--- src/design/vsb_pkg.sv ---
// shared constants of the supervision event block
package vsb_pkg;
  // ---------------------------------------------------------------
  // clock and timing
  // ---------------------------------------------------------------
  localparam int CLK_MHZ         = 100;            // core clock rate
  localparam int MS_PER_MS       = 1;              // one millisecond step
  localparam int CYC_PER_MS      = CLK_MHZ * 1000 * MS_PER_MS;
  localparam int BLOCK_LEAD_MS   = 5;              // blocking lead before expiry
  localparam int MAX_DELAY_MS    = 1800000;        // longest operating delay
  // ---------------------------------------------------------------
  // widths
  // ---------------------------------------------------------------
  localparam int TS_W    = 48;                     // millisecond time stamp
  localparam int CODE_W  = 4;
  localparam int DLY_W   = 21;                     // delay and remaining time, ms
  localparam int ANG_W   = 16;                     // hundredths of a degree
  localparam int CNT_W   = 16;
  localparam int GRP_W   = 3;                      // eight setting groups
  localparam int SYS_W   = 3;
  localparam int NSTAT   = 6;                      // supervised outputs
  localparam int NEVT    = 12;                     // on/off codes
  localparam int DEPTH   = 12;                     // stored records
  localparam int PTR_W   = 4;
  localparam int REC_W   = TS_W + CODE_W + 8 + SYS_W + 4 * ANG_W + DLY_W + GRP_W;
  localparam int ANG_MAX = 36000;                  // 360.00 deg
  // ---------------------------------------------------------------
  // status bit positions, event code = 2 * bit + (1 for off)
  // ---------------------------------------------------------------
  localparam int ST_START     = 0;
  localparam int ST_TRIP      = 1;
  localparam int ST_BLOCK     = 2;
  localparam int ST_LINE      = 3;
  localparam int ST_BUS_FUSE  = 4;
  localparam int ST_LINE_FUSE = 5;
  // ---------------------------------------------------------------
  // record field encodings
  // ---------------------------------------------------------------
  localparam logic [1:0] VOLT_NONE = 2'h0;
  localparam logic [1:0] VOLT_OK   = 2'h1;
  localparam logic [1:0] VOLT_LOW  = 2'h2;
  localparam logic [2:0] SYS_DEAD      = 3'h0;
  localparam logic [2:0] SYS_SEQ_OK    = 3'h1;
  localparam logic [2:0] SYS_SEQ_REV   = 3'h2;
  localparam logic [2:0] SYS_SEQ_UNDEF = 3'h3;
  localparam logic [2:0] SYS_FAULT     = 3'h4;
  // ---------------------------------------------------------------
  // supervision states
  // ---------------------------------------------------------------
  typedef enum logic [1:0] {
    VSB_IDLE    = 2'b00,
    VSB_TIMING  = 2'b01,
    VSB_TRIPPED = 2'b10,
    VSB_BLOCKED = 2'b11
  } vsb_state_t;
endpackage

--- src/design/vsb_delay_timer.sv ---
// definite time operating delay counter in milliseconds
`timescale 1ns/1ps
module vsb_delay_timer #(
  parameter int CYC_PER_MS = vsb_pkg::CYC_PER_MS
) (
  input  wire logic                     core_clk_i,
  input  wire logic                     rstn_i,
  input  wire logic                     run_i,
  input  wire logic [vsb_pkg::DLY_W-1:0] delay_ms_i,
  output logic                          expired_o,
  output logic [vsb_pkg::DLY_W-1:0]      remain_ms_o
);
  logic [16:0]               cyc;
  logic [vsb_pkg::DLY_W-1:0] elapsed;

  // ---------------------------------------------------------------
  // millisecond prescaler and elapsed count, cleared when idle
  // ---------------------------------------------------------------
  always_ff @(posedge core_clk_i or negedge rstn_i) begin
    if (!rstn_i) begin
      cyc     <= 17'h0;
      elapsed <= '0;
    end else if (!run_i) begin
      cyc     <= 17'h0;
      elapsed <= '0;
    end else if (cyc == 17'(CYC_PER_MS - 1)) begin
      cyc <= 17'h0;
      if (elapsed < delay_ms_i) elapsed <= elapsed + 1'b1;
    end else begin
      cyc <= cyc + 1'b1;
    end
  end

  // outputs depend only on elapsed time, never on magnitude
  assign expired_o   = run_i && (elapsed >= delay_ms_i);
  assign remain_ms_o = (elapsed >= delay_ms_i) ? '0 : delay_ms_i - elapsed;
endmodule

--- src/design/vsb_record_store.sv ---
// circular store of the twelve newest operation records
`timescale 1ns/1ps
module vsb_record_store (
  input  wire logic                      core_clk_i,
  input  wire logic                      rstn_i,
  input  wire logic                      wr_i,
  input  wire logic [vsb_pkg::REC_W-1:0] wdata_i,
  input  wire logic [vsb_pkg::PTR_W-1:0] rd_idx_i,
  output logic      [vsb_pkg::REC_W-1:0] rd_data_o,
  output logic      [vsb_pkg::PTR_W-1:0] count_o
);
  logic [vsb_pkg::REC_W-1:0] mem [vsb_pkg::DEPTH];
  logic [vsb_pkg::PTR_W-1:0] wptr;
  logic [vsb_pkg::PTR_W:0]   back;
  logic [vsb_pkg::PTR_W-1:0] raddr;

  // ---------------------------------------------------------------
  // write pointer wraps so the newest overwrites the oldest
  // ---------------------------------------------------------------
  always_ff @(posedge core_clk_i or negedge rstn_i) begin
    if (!rstn_i) begin
      wptr    <= '0;
      count_o <= '0;
    end else if (wr_i) begin
      wptr <= (wptr == 4'(vsb_pkg::DEPTH - 1)) ? '0 : wptr + 1'b1;
      if (count_o != 4'(vsb_pkg::DEPTH)) count_o <= count_o + 1'b1;
    end
  end

  // storage array, no reset needed
  always_ff @(posedge core_clk_i) begin
    if (wr_i) mem[wptr] <= wdata_i;
  end

  // index 0 is the newest record
  assign back  = {1'b0, wptr} + 5'(vsb_pkg::DEPTH - 1) - {1'b0, rd_idx_i};
  assign raddr = (back >= 5'(vsb_pkg::DEPTH)) ? 4'(back - 5'(vsb_pkg::DEPTH)) : back[3:0];

  // registered read data
  always_ff @(posedge core_clk_i or negedge rstn_i) begin
    if (!rstn_i) rd_data_o <= '0;
    else if (raddr < 4'(vsb_pkg::DEPTH)) rd_data_o <= mem[raddr];
  end
endmodule

--- src/design/vsb_event_block.sv ---
// supervision blocking, delay, event and record logic
`timescale 1ns/1ps
module vsb_event_block #(
  parameter int CYC_PER_MS = vsb_pkg::CYC_PER_MS
) (
  input  wire logic                          core_clk_i,
  input  wire logic                          rstn_i,
  input  wire logic                          tick_i,        // program cycle start
  input  wire logic                          block_i,       // blocking matrix
  input  wire logic [2:0]                    u_low_i,       // phase under low pick-up
  input  wire logic [2:0]                    u_high_i,      // phase over high detect
  input  wire logic                          line_fail_i,
  input  wire logic [1:0]                    fuse_pin_i,    // bus, line breaker trip pins
  input  wire logic [1:0]                    fuse_chk_i,    // bus, line check enable
  input  wire logic [vsb_pkg::DLY_W-1:0]     delay_ms_i,
  input  wire logic [vsb_pkg::NSTAT-1:0]     on_en_i,       // store on event
  input  wire logic [vsb_pkg::NSTAT-1:0]     off_en_i,      // store off event
  input  wire logic [vsb_pkg::TS_W-1:0]      time_ms_i,
  input  wire logic [7:0]                    volt_stat_i,   // four 2-bit channels
  input  wire logic [vsb_pkg::SYS_W-1:0]     sys_stat_i,
  input  wire logic [4*vsb_pkg::ANG_W-1:0]   angle_i,       // four angle differences
  input  wire logic [vsb_pkg::GRP_W-1:0]     group_i,
  input  wire logic                          cnt_clr_i,
  input  wire logic [vsb_pkg::PTR_W-1:0]     rec_idx_i,
  output logic                               start_o,
  output logic                               trip_o,
  output logic                               blocked_o,
  output logic                               line_fail_o,
  output logic                               bus_fuse_o,
  output logic                               line_fuse_o,
  output logic                               evt_valid_o,
  output logic [vsb_pkg::CODE_W-1:0]         evt_code_o,
  output logic [vsb_pkg::TS_W-1:0]           evt_ts_o,
  output logic [vsb_pkg::CNT_W-1:0]          cnt_start_o,
  output logic [vsb_pkg::CNT_W-1:0]          cnt_bus_o,
  output logic [vsb_pkg::CNT_W-1:0]          cnt_line_o,
  output logic [vsb_pkg::CNT_W-1:0]          cnt_block_o,
  output logic [vsb_pkg::REC_W-1:0]          rec_data_o,
  output logic [vsb_pkg::PTR_W-1:0]          rec_count_o
);
  // ---------------------------------------------------------------
  // declarations
  // ---------------------------------------------------------------
  vsb_pkg::vsb_state_t          state;
  logic                         blk;
  logic                         pickup;
  logic [1:0]                   fs1, fs2, fs3, fuse;
  logic                         expired;
  logic [vsb_pkg::DLY_W-1:0]    remain;
  logic [vsb_pkg::NSTAT-1:0]    stat, stat_q, change;
  logic [vsb_pkg::NEVT-1:0]     pend, served, new_evt;
  logic [vsb_pkg::CODE_W-1:0]   pick;
  logic                         pick_v;
  logic [vsb_pkg::TS_W-1:0]     ts_q;
  logic [vsb_pkg::REC_W-vsb_pkg::CODE_W-vsb_pkg::TS_W-1:0] proc_q;
  logic                         rec_wr;
  logic [vsb_pkg::REC_W-1:0]    rec_wdata;

  // lowest pending event code, used by drain and checks
  function automatic logic [4:0] first_one(input logic [vsb_pkg::NEVT-1:0] v);
    logic [4:0] r;
    r = 5'h0;
    for (int i = vsb_pkg::NEVT - 1; i >= 0; i--) begin
      if (v[i]) r = {1'b1, 4'(i)};
    end
    return r;
  endfunction

  // one low phase or at least two high phases
  function automatic logic pick_up(input logic [2:0] lo, input logic [2:0] hi);
    return (|lo) || (hi[0] & hi[1]) || (hi[0] & hi[2]) || (hi[1] & hi[2]);
  endfunction

  // ---------------------------------------------------------------
  // fuse pin synchronisers, change taken when stages two and three agree
  // ---------------------------------------------------------------
  always_ff @(posedge core_clk_i or negedge rstn_i) begin
    if (!rstn_i) begin
      fs1  <= 2'h0;
      fs2  <= 2'h0;
      fs3  <= 2'h0;
      fuse <= 2'h0;
    end else begin
      fs1 <= fuse_pin_i;
      fs2 <= fs1;
      fs3 <= fs2;
      for (int i = 0; i < 2; i++) begin
        if (fs2[i] == fs3[i]) fuse[i] <= fs3[i];
      end
    end
  end

  // ---------------------------------------------------------------
  // blocking sample and pick-up, both taken at the program cycle start
  // ---------------------------------------------------------------
  always_ff @(posedge core_clk_i or negedge rstn_i) begin
    if (!rstn_i) begin
      blk    <= 1'b0;
      pickup <= 1'b0;
    end else if (tick_i) begin
      blk    <= block_i;
      pickup <= pick_up(u_low_i, u_high_i);
    end
  end

  // ---------------------------------------------------------------
  // supervision state machine, evaluated one clock after the sample
  // ---------------------------------------------------------------
  logic eval;
  always_ff @(posedge core_clk_i or negedge rstn_i) begin
    if (!rstn_i) eval <= 1'b0;
    else eval <= tick_i;
  end

  always_ff @(posedge core_clk_i or negedge rstn_i) begin
    if (!rstn_i) begin
      state <= vsb_pkg::VSB_IDLE;
    end else if (eval) begin
      case (state)
        vsb_pkg::VSB_IDLE: begin
          if (pickup && !blk) state <= vsb_pkg::VSB_TIMING;
          else if (pickup && blk) state <= vsb_pkg::VSB_BLOCKED;
        end
        vsb_pkg::VSB_TIMING: begin
          if (blk || !pickup) state <= vsb_pkg::VSB_IDLE;
          else if (expired) state <= vsb_pkg::VSB_TRIPPED;
        end
        vsb_pkg::VSB_TRIPPED: begin
          if (!pickup) state <= vsb_pkg::VSB_IDLE;
        end
        vsb_pkg::VSB_BLOCKED: begin
          if (!pickup) state <= vsb_pkg::VSB_IDLE;
        end
        default: state <= vsb_pkg::VSB_IDLE;
      endcase
    end
  end

  // operating delay runs only while timing
  vsb_delay_timer #(.CYC_PER_MS(CYC_PER_MS)) u_timer (
    .core_clk_i  (core_clk_i),
    .rstn_i      (rstn_i),
    .run_i       (state == vsb_pkg::VSB_TIMING),
    .delay_ms_i  (delay_ms_i),
    .expired_o   (expired),
    .remain_ms_o (remain)
  );

  // ---------------------------------------------------------------
  // supervised outputs, refreshed at each evaluation
  // ---------------------------------------------------------------
  always_ff @(posedge core_clk_i or negedge rstn_i) begin
    if (!rstn_i) begin
      line_fail_o <= 1'b0;
      bus_fuse_o  <= 1'b0;
      line_fuse_o <= 1'b0;
    end else if (eval) begin
      line_fail_o <= line_fail_i;
      bus_fuse_o  <= fuse[0] & fuse_chk_i[0];
      line_fuse_o <= fuse[1] & fuse_chk_i[1];
    end
  end

  assign start_o   = (state == vsb_pkg::VSB_TIMING) || (state == vsb_pkg::VSB_TRIPPED);
  assign trip_o    = (state == vsb_pkg::VSB_TRIPPED);
  assign blocked_o = (state == vsb_pkg::VSB_BLOCKED);
  assign stat      = {line_fuse_o, bus_fuse_o, line_fail_o, blocked_o, trip_o, start_o};

  // ---------------------------------------------------------------
  // edge detection into pending on/off events
  // ---------------------------------------------------------------
  always_ff @(posedge core_clk_i or negedge rstn_i) begin
    if (!rstn_i) stat_q <= '0;
    else stat_q <= stat;
  end

  assign change = stat ^ stat_q;
  always_comb begin
    for (int i = 0; i < vsb_pkg::NSTAT; i++) begin
      new_evt[2*i]   = change[i] & stat[i];
      new_evt[2*i+1] = change[i] & ~stat[i];
    end
  end

  assign {pick_v, pick} = first_one(pend);
  assign served = pick_v ? (12'h1 << pick) : 12'h0;

  // a new edge wins over the serving of the same code
  always_ff @(posedge core_clk_i or negedge rstn_i) begin
    if (!rstn_i) pend <= '0;
    else pend <= (pend & ~served) | new_evt;
  end

  // stamp and process data held from the edge that made the events
  always_ff @(posedge core_clk_i or negedge rstn_i) begin
    if (!rstn_i) begin
      ts_q   <= '0;
      proc_q <= '0;
    end else if (|change) begin
      ts_q   <= time_ms_i;
      proc_q <= {volt_stat_i, sys_stat_i, angle_i, remain, group_i};
    end
  end

  // ---------------------------------------------------------------
  // event output, one code per clock, filtered by the on/off choice
  // ---------------------------------------------------------------
  always_ff @(posedge core_clk_i or negedge rstn_i) begin
    if (!rstn_i) begin
      evt_valid_o <= 1'b0;
      evt_code_o  <= '0;
      evt_ts_o    <= '0;
    end else begin
      evt_valid_o <= pick_v && (pick[0] ? off_en_i[pick[3:1]] : on_en_i[pick[3:1]]);
      evt_code_o  <= pick;
      evt_ts_o    <= ts_q;
    end
  end

  // ---------------------------------------------------------------
  // record capture on on events
  // ---------------------------------------------------------------
  assign rec_wr    = pick_v && !pick[0];
  assign rec_wdata = {ts_q, pick, proc_q};

  vsb_record_store u_store (
    .core_clk_i (core_clk_i),
    .rstn_i     (rstn_i),
    .wr_i       (rec_wr),
    .wdata_i    (rec_wdata),
    .rd_idx_i   (rec_idx_i),
    .rd_data_o  (rec_data_o),
    .count_o    (rec_count_o)
  );

  // ---------------------------------------------------------------
  // cumulative counters, clear takes priority
  // ---------------------------------------------------------------
  always_ff @(posedge core_clk_i or negedge rstn_i) begin
    if (!rstn_i) begin
      cnt_start_o <= '0;
      cnt_bus_o   <= '0;
      cnt_line_o  <= '0;
      cnt_block_o <= '0;
    end else if (cnt_clr_i) begin
      cnt_start_o <= '0;
      cnt_bus_o   <= '0;
      cnt_line_o  <= '0;
      cnt_block_o <= '0;
    end else begin
      if (new_evt[2*vsb_pkg::ST_START]) cnt_start_o <= cnt_start_o + 1'b1;
      if (new_evt[2*vsb_pkg::ST_TRIP])  cnt_bus_o   <= cnt_bus_o + 1'b1;
      if (new_evt[2*vsb_pkg::ST_LINE])  cnt_line_o  <= cnt_line_o + 1'b1;
      if (new_evt[2*vsb_pkg::ST_BLOCK]) cnt_block_o <= cnt_block_o + 1'b1;
    end
  end
endmodule

--- config.mk ---
export PLATFORM = sky130hd
export DESIGN_NAME = vsb_event_block
export DESIGN_NICKNAME = d
export VERILOG_FILES = /design/src/design/vsb_pkg.sv /design/src/design/vsb_delay_timer.sv /design/src/design/vsb_record_store.sv /design/src/design/vsb_event_block.sv
export SDC_FILE = /design/constraint.sdc
export NUM_CORES = 2
export LEC_CHECK = 0
export BUFFER_PORTS_ARGS = -buffer_cell sky130_fd_sc_hd__buf_2
export CAP_MARGIN = 20
export CORE_MARGIN = 2
export CORE_UTILIZATION = 34
export DETAILED_ROUTE_END_ITERATION = 16
export HOLD_SLACK_MARGIN = 0.06
export PLACE_DENSITY_LB_ADDON = 0.12
export SLEW_MARGIN = 30
export SYNTH_ARGS = -nofsm -noshare
export SYNTH_HDL_FRONTEND = slang
export SYNTH_SLANG_ARGS = --single-unit
--- constraint.sdc ---
create_clock -name core_clk_i -period 22 [get_ports core_clk_i]
set_clock_uncertainty 0.05 [all_clocks]
set_input_delay 1.1 -clock core_clk_i [delete_from_list [all_inputs] [get_ports core_clk_i]]
set_output_delay 1.1 -clock core_clk_i [all_outputs]
set_load 0.01 [all_outputs]
==> impl_metrics.tcl <==
set metrics [dict create \
    finalCriticalPeriod_ns 6.17 \
    synth_cell_types 71 \
    synthFlopType "edfxtp_1" \
    port_buffers 456 \
    avgRoutedWirePerCell_um 26.0 \
    cp_cell_sequence "inv_1 -> ha_1 -> inv_1 -> fa_1 -> xnor2_1 -> inv_1 -> ha_1 -> nor3b_1 -> nor2_1 -> mux2i_4 -> buf_4 -> buf_4 -> buf_4 -> a32oi_1" \
    max_slew_margin 0.347 \
    insertion_delay_ns 0.89 \
    synthToLayoutAreaGrowth_pct 17.2 \
    synth_area_sq_um 88100 \
    crit_arrival_ns 6.78 \
    first_iter_violations 3394 \
    cellPowerDensity_nw_per_um2 165 \
    ir_drop_uv 384 \
    final_util 0.401 \
    grt_use_total 0.174 \
    cts_root_buffer "clkbuf_16" \
    final_cell_mix "edfxtp_1 (1812), nand2_1 (552), dfrtp_1 (495), buf_2 (455), mux4_2 (453)" \
    crit_slowest_cell "buf_4" \
    crit_fanout 64 \
    setup_viol 0 \
    post-route-period-util 0.280 \
    slew_viol_final 0 \
    cts.clk_slew.worst_paths_ns 0.06 \
    post-cts-setup-buffer-count 0 \
    post-route-drc-count 0 \
    dieArea_sq_um 263000 \
    cts_tree "built" \
    synth_edf_count 1812 \
    synth_nets 4931 \
    dp_hpwl_um 123000 \
    avgViaCountPerCell 5.10 \
    synth.yosys.seq_area_share 0.758 \
    start_util 0.342 \
    overflow 0 \
    num_rows 186 \
    worst_setup_path_end_kind "flop" \
    core_sq_um 257000 \
    drive_gt1_frac 0.280 \
    layout_commonest_cell "edfxtp_1" \
    crit_path_start_kind "flop" \
    async_reset_ff_frac 0.215 \
    tightest_slew_ns 0.979 \
    vias 45239 \
    final.setup.tns_ns 0 \
    required_ns 22.61 \
    r2r-start "u_store.wptr[2]" \
    min-delay-path-class "in2async" \
    worstSetupPathType "reg2reg" \
    hold_ws_ns 0.243 \
    yosysWarnings 0 \
    crit_start "u_store.wptr[2]" \
    rsz0062_at_grt "false" \
    grt_pass1_vias 47862 \
    grt_pass1_wl_um 338000 \
    critPathMaxStageDelay_ns 0.82 \
    gp_routability_congestion 0.749 \
    drtPass1Iterations 7 \
    status "finished, final reports clean" \
    numCtsBuffers 275 \
    syn_area_per_cell_sq_um 18.8 \
    ys_seq_elements 2307 \
    hold_buffers 0 \
    clkSinkCount 2307 \
    hold_violations 0 \
    die_w_um 513 \
    h-tree-depth 5 \
    finalNetCount 5515 \
    fmax_ghz 0.162 \
    clk_path_buf_depth 4 \
    routed_wl_um 230000 \
    die_h_um 513 \
    grt_max_degree 153 \
    antenna_found_initial 31 \
    synth_cells 4692 \
    drv_cap 0 \
    post_cts_resized 0 \
    leakage_nw 35.7 \
    io_pins 457 \
    postRouteAntennaNets 0 \
]
-- cell families (layout without fill, tap and decap cells) --
logic type,Yosys count,after routing,synth area share
DFF,2307,2307,0.758
and+or+nand+nor,839,839,0.0403
muxes,592,592,0.133
AOI/OAI and AO/OA,489,489,0.0371
buffers and inverters,315,1097,0.0137
xor gates and xnor gates,87,87,0.00865
adders and majority gates,63,63,0.00903
other,0,9,0
-- stage by stage --
stage | total power [mW] | worst slack (ns) | instance area [sq um] | cells
after detailed placement | 13.1 | 15.17 | 94800 | 8380
final | 17.1 | 15.83 | 103000 | 8867
after global placement | 13.0 | 15.17 | 94700 | 8375
after floorplan | 10.8 | 9.20 | 88100 | 4692
after global routing | 18.1 | 15.39 | 103000 | 8862
after CTS | 17.4 | 15.77 | 103000 | 8855
-- synth_stat cells, types with 5 or more instances --
cell type / count / area share
a21oi_1: 202 / 0.011
dfrtp_1: 495 / 0.14
nand2b_1: 8 / 0.00057
nand2_1: 552 / 0.024
nand3_1: 41 / 0.0023
ha_1: 58 / 0.0082
nor3_1: 17 / 0.00097
buf_2: 11 / 0.00062
buf_1: 30 / 0.0013
edfxtp_1: 1812 / 0.62
a32oi_1: 151 / 0.015
nor2_1: 115 / 0.0049
mux4_2: 453 / 0.12
a21o_1: 16 / 0.0014
and3_1: 19 / 0.0013
xnor2_1: 31 / 0.0031
or4_1: 8 / 0.00068
xor2_1: 56 / 0.0056
inv_1: 69 / 0.0029
a31oi_1: 5 / 0.00035
o21ai_0: 47 / 0.0027
a21boi_0: 5 / 0.00043
and4_1: 5 / 0.00050
mux2i_1: 9 / 0.0010
o31ai_1: 13 / 0.0011
mux2_2: 130 / 0.017
clkbuf_1: 202 / 0.0086
or3_1: 21 / 0.0015
nand4_1: 29 / 0.0021
nor2b_1: 7 / 0.00050
o21ai_1: 10 / 0.00057
-- area by class of cell --
cell class / count / area [sq um]
clock buffer: 379 / 7650
antenna: 9 / 22.5
fill: 23370 / 154000
tap: 3384 / 4230
multi-input combinational: 2070 / 20300
inverter: 70 / 263
clock inverter: 96 / 726
timing repair buffer: 552 / 3310
sequential: 2307 / 66800
-- critical path: cells and delay by family, from the launching register on --
kind | cells | cell delay (ns)
simple gates | 2 | 0.64
mux | 1 | 0.31
compound gates | 1 | 0.21
xor+xnor | 1 | 0.51
fa+ha+maj | 3 | 0.91
flops | 1 | 0.53
buf+inv | 6 | 2.65
-- flip-flops by register name, summed over array words and instances (netlist names), 6 cells and up --
name,cells
cnt_block_o,16
evt_ts_o,48
cnt_line_o,16
stat_q,6
pend,12
cnt_bus_o,16
u_timer.cyc,17
u_store.rd_data_o,151
u_timer.elapsed,21
ts_q,48
u_store.mem,1812
proc_q,99
cnt_start_o,16
-- layer usage --
layer	vias up	wire length (um)	GRT usage
met1	24043	98500	0.228
li1	19766	-	-
met3	386	12900	0.0385
met4	28	5630	0.0447
met5	-	170	0
met2	1016	113000	0.293
-- power by group --
group / switching, mW / leakage (nW) / internal (mW)
combinational: 4.00 / 9.14 / 2.33
clock: 1.73 / 4.11 / 2.53
sequential: 0.556 / 22.4 / 5.91
-- final timing paths --
| path | endpoint | slack [ns] | cells past startpoint |
|---|---|---|---|
| hold reg to reg | fs2[0] | 0.30 | 0 |
| setup reg to reg | u_store.rd_data_o[55] | 15.83 | 14 |
| setup / recovery | u_store.rd_data_o[55] | 15.83 | 14 |
| hold / removal | ts_q[30] | 0.24 | 1 |
| max in group asynchronous | u_store.rd_data_o[44] | 18.56 | 4 |
| min in group core_clk_i | fs1[0] | 0.29 | 1 |
Note: power is estimated with default switching activity, not from simulation.
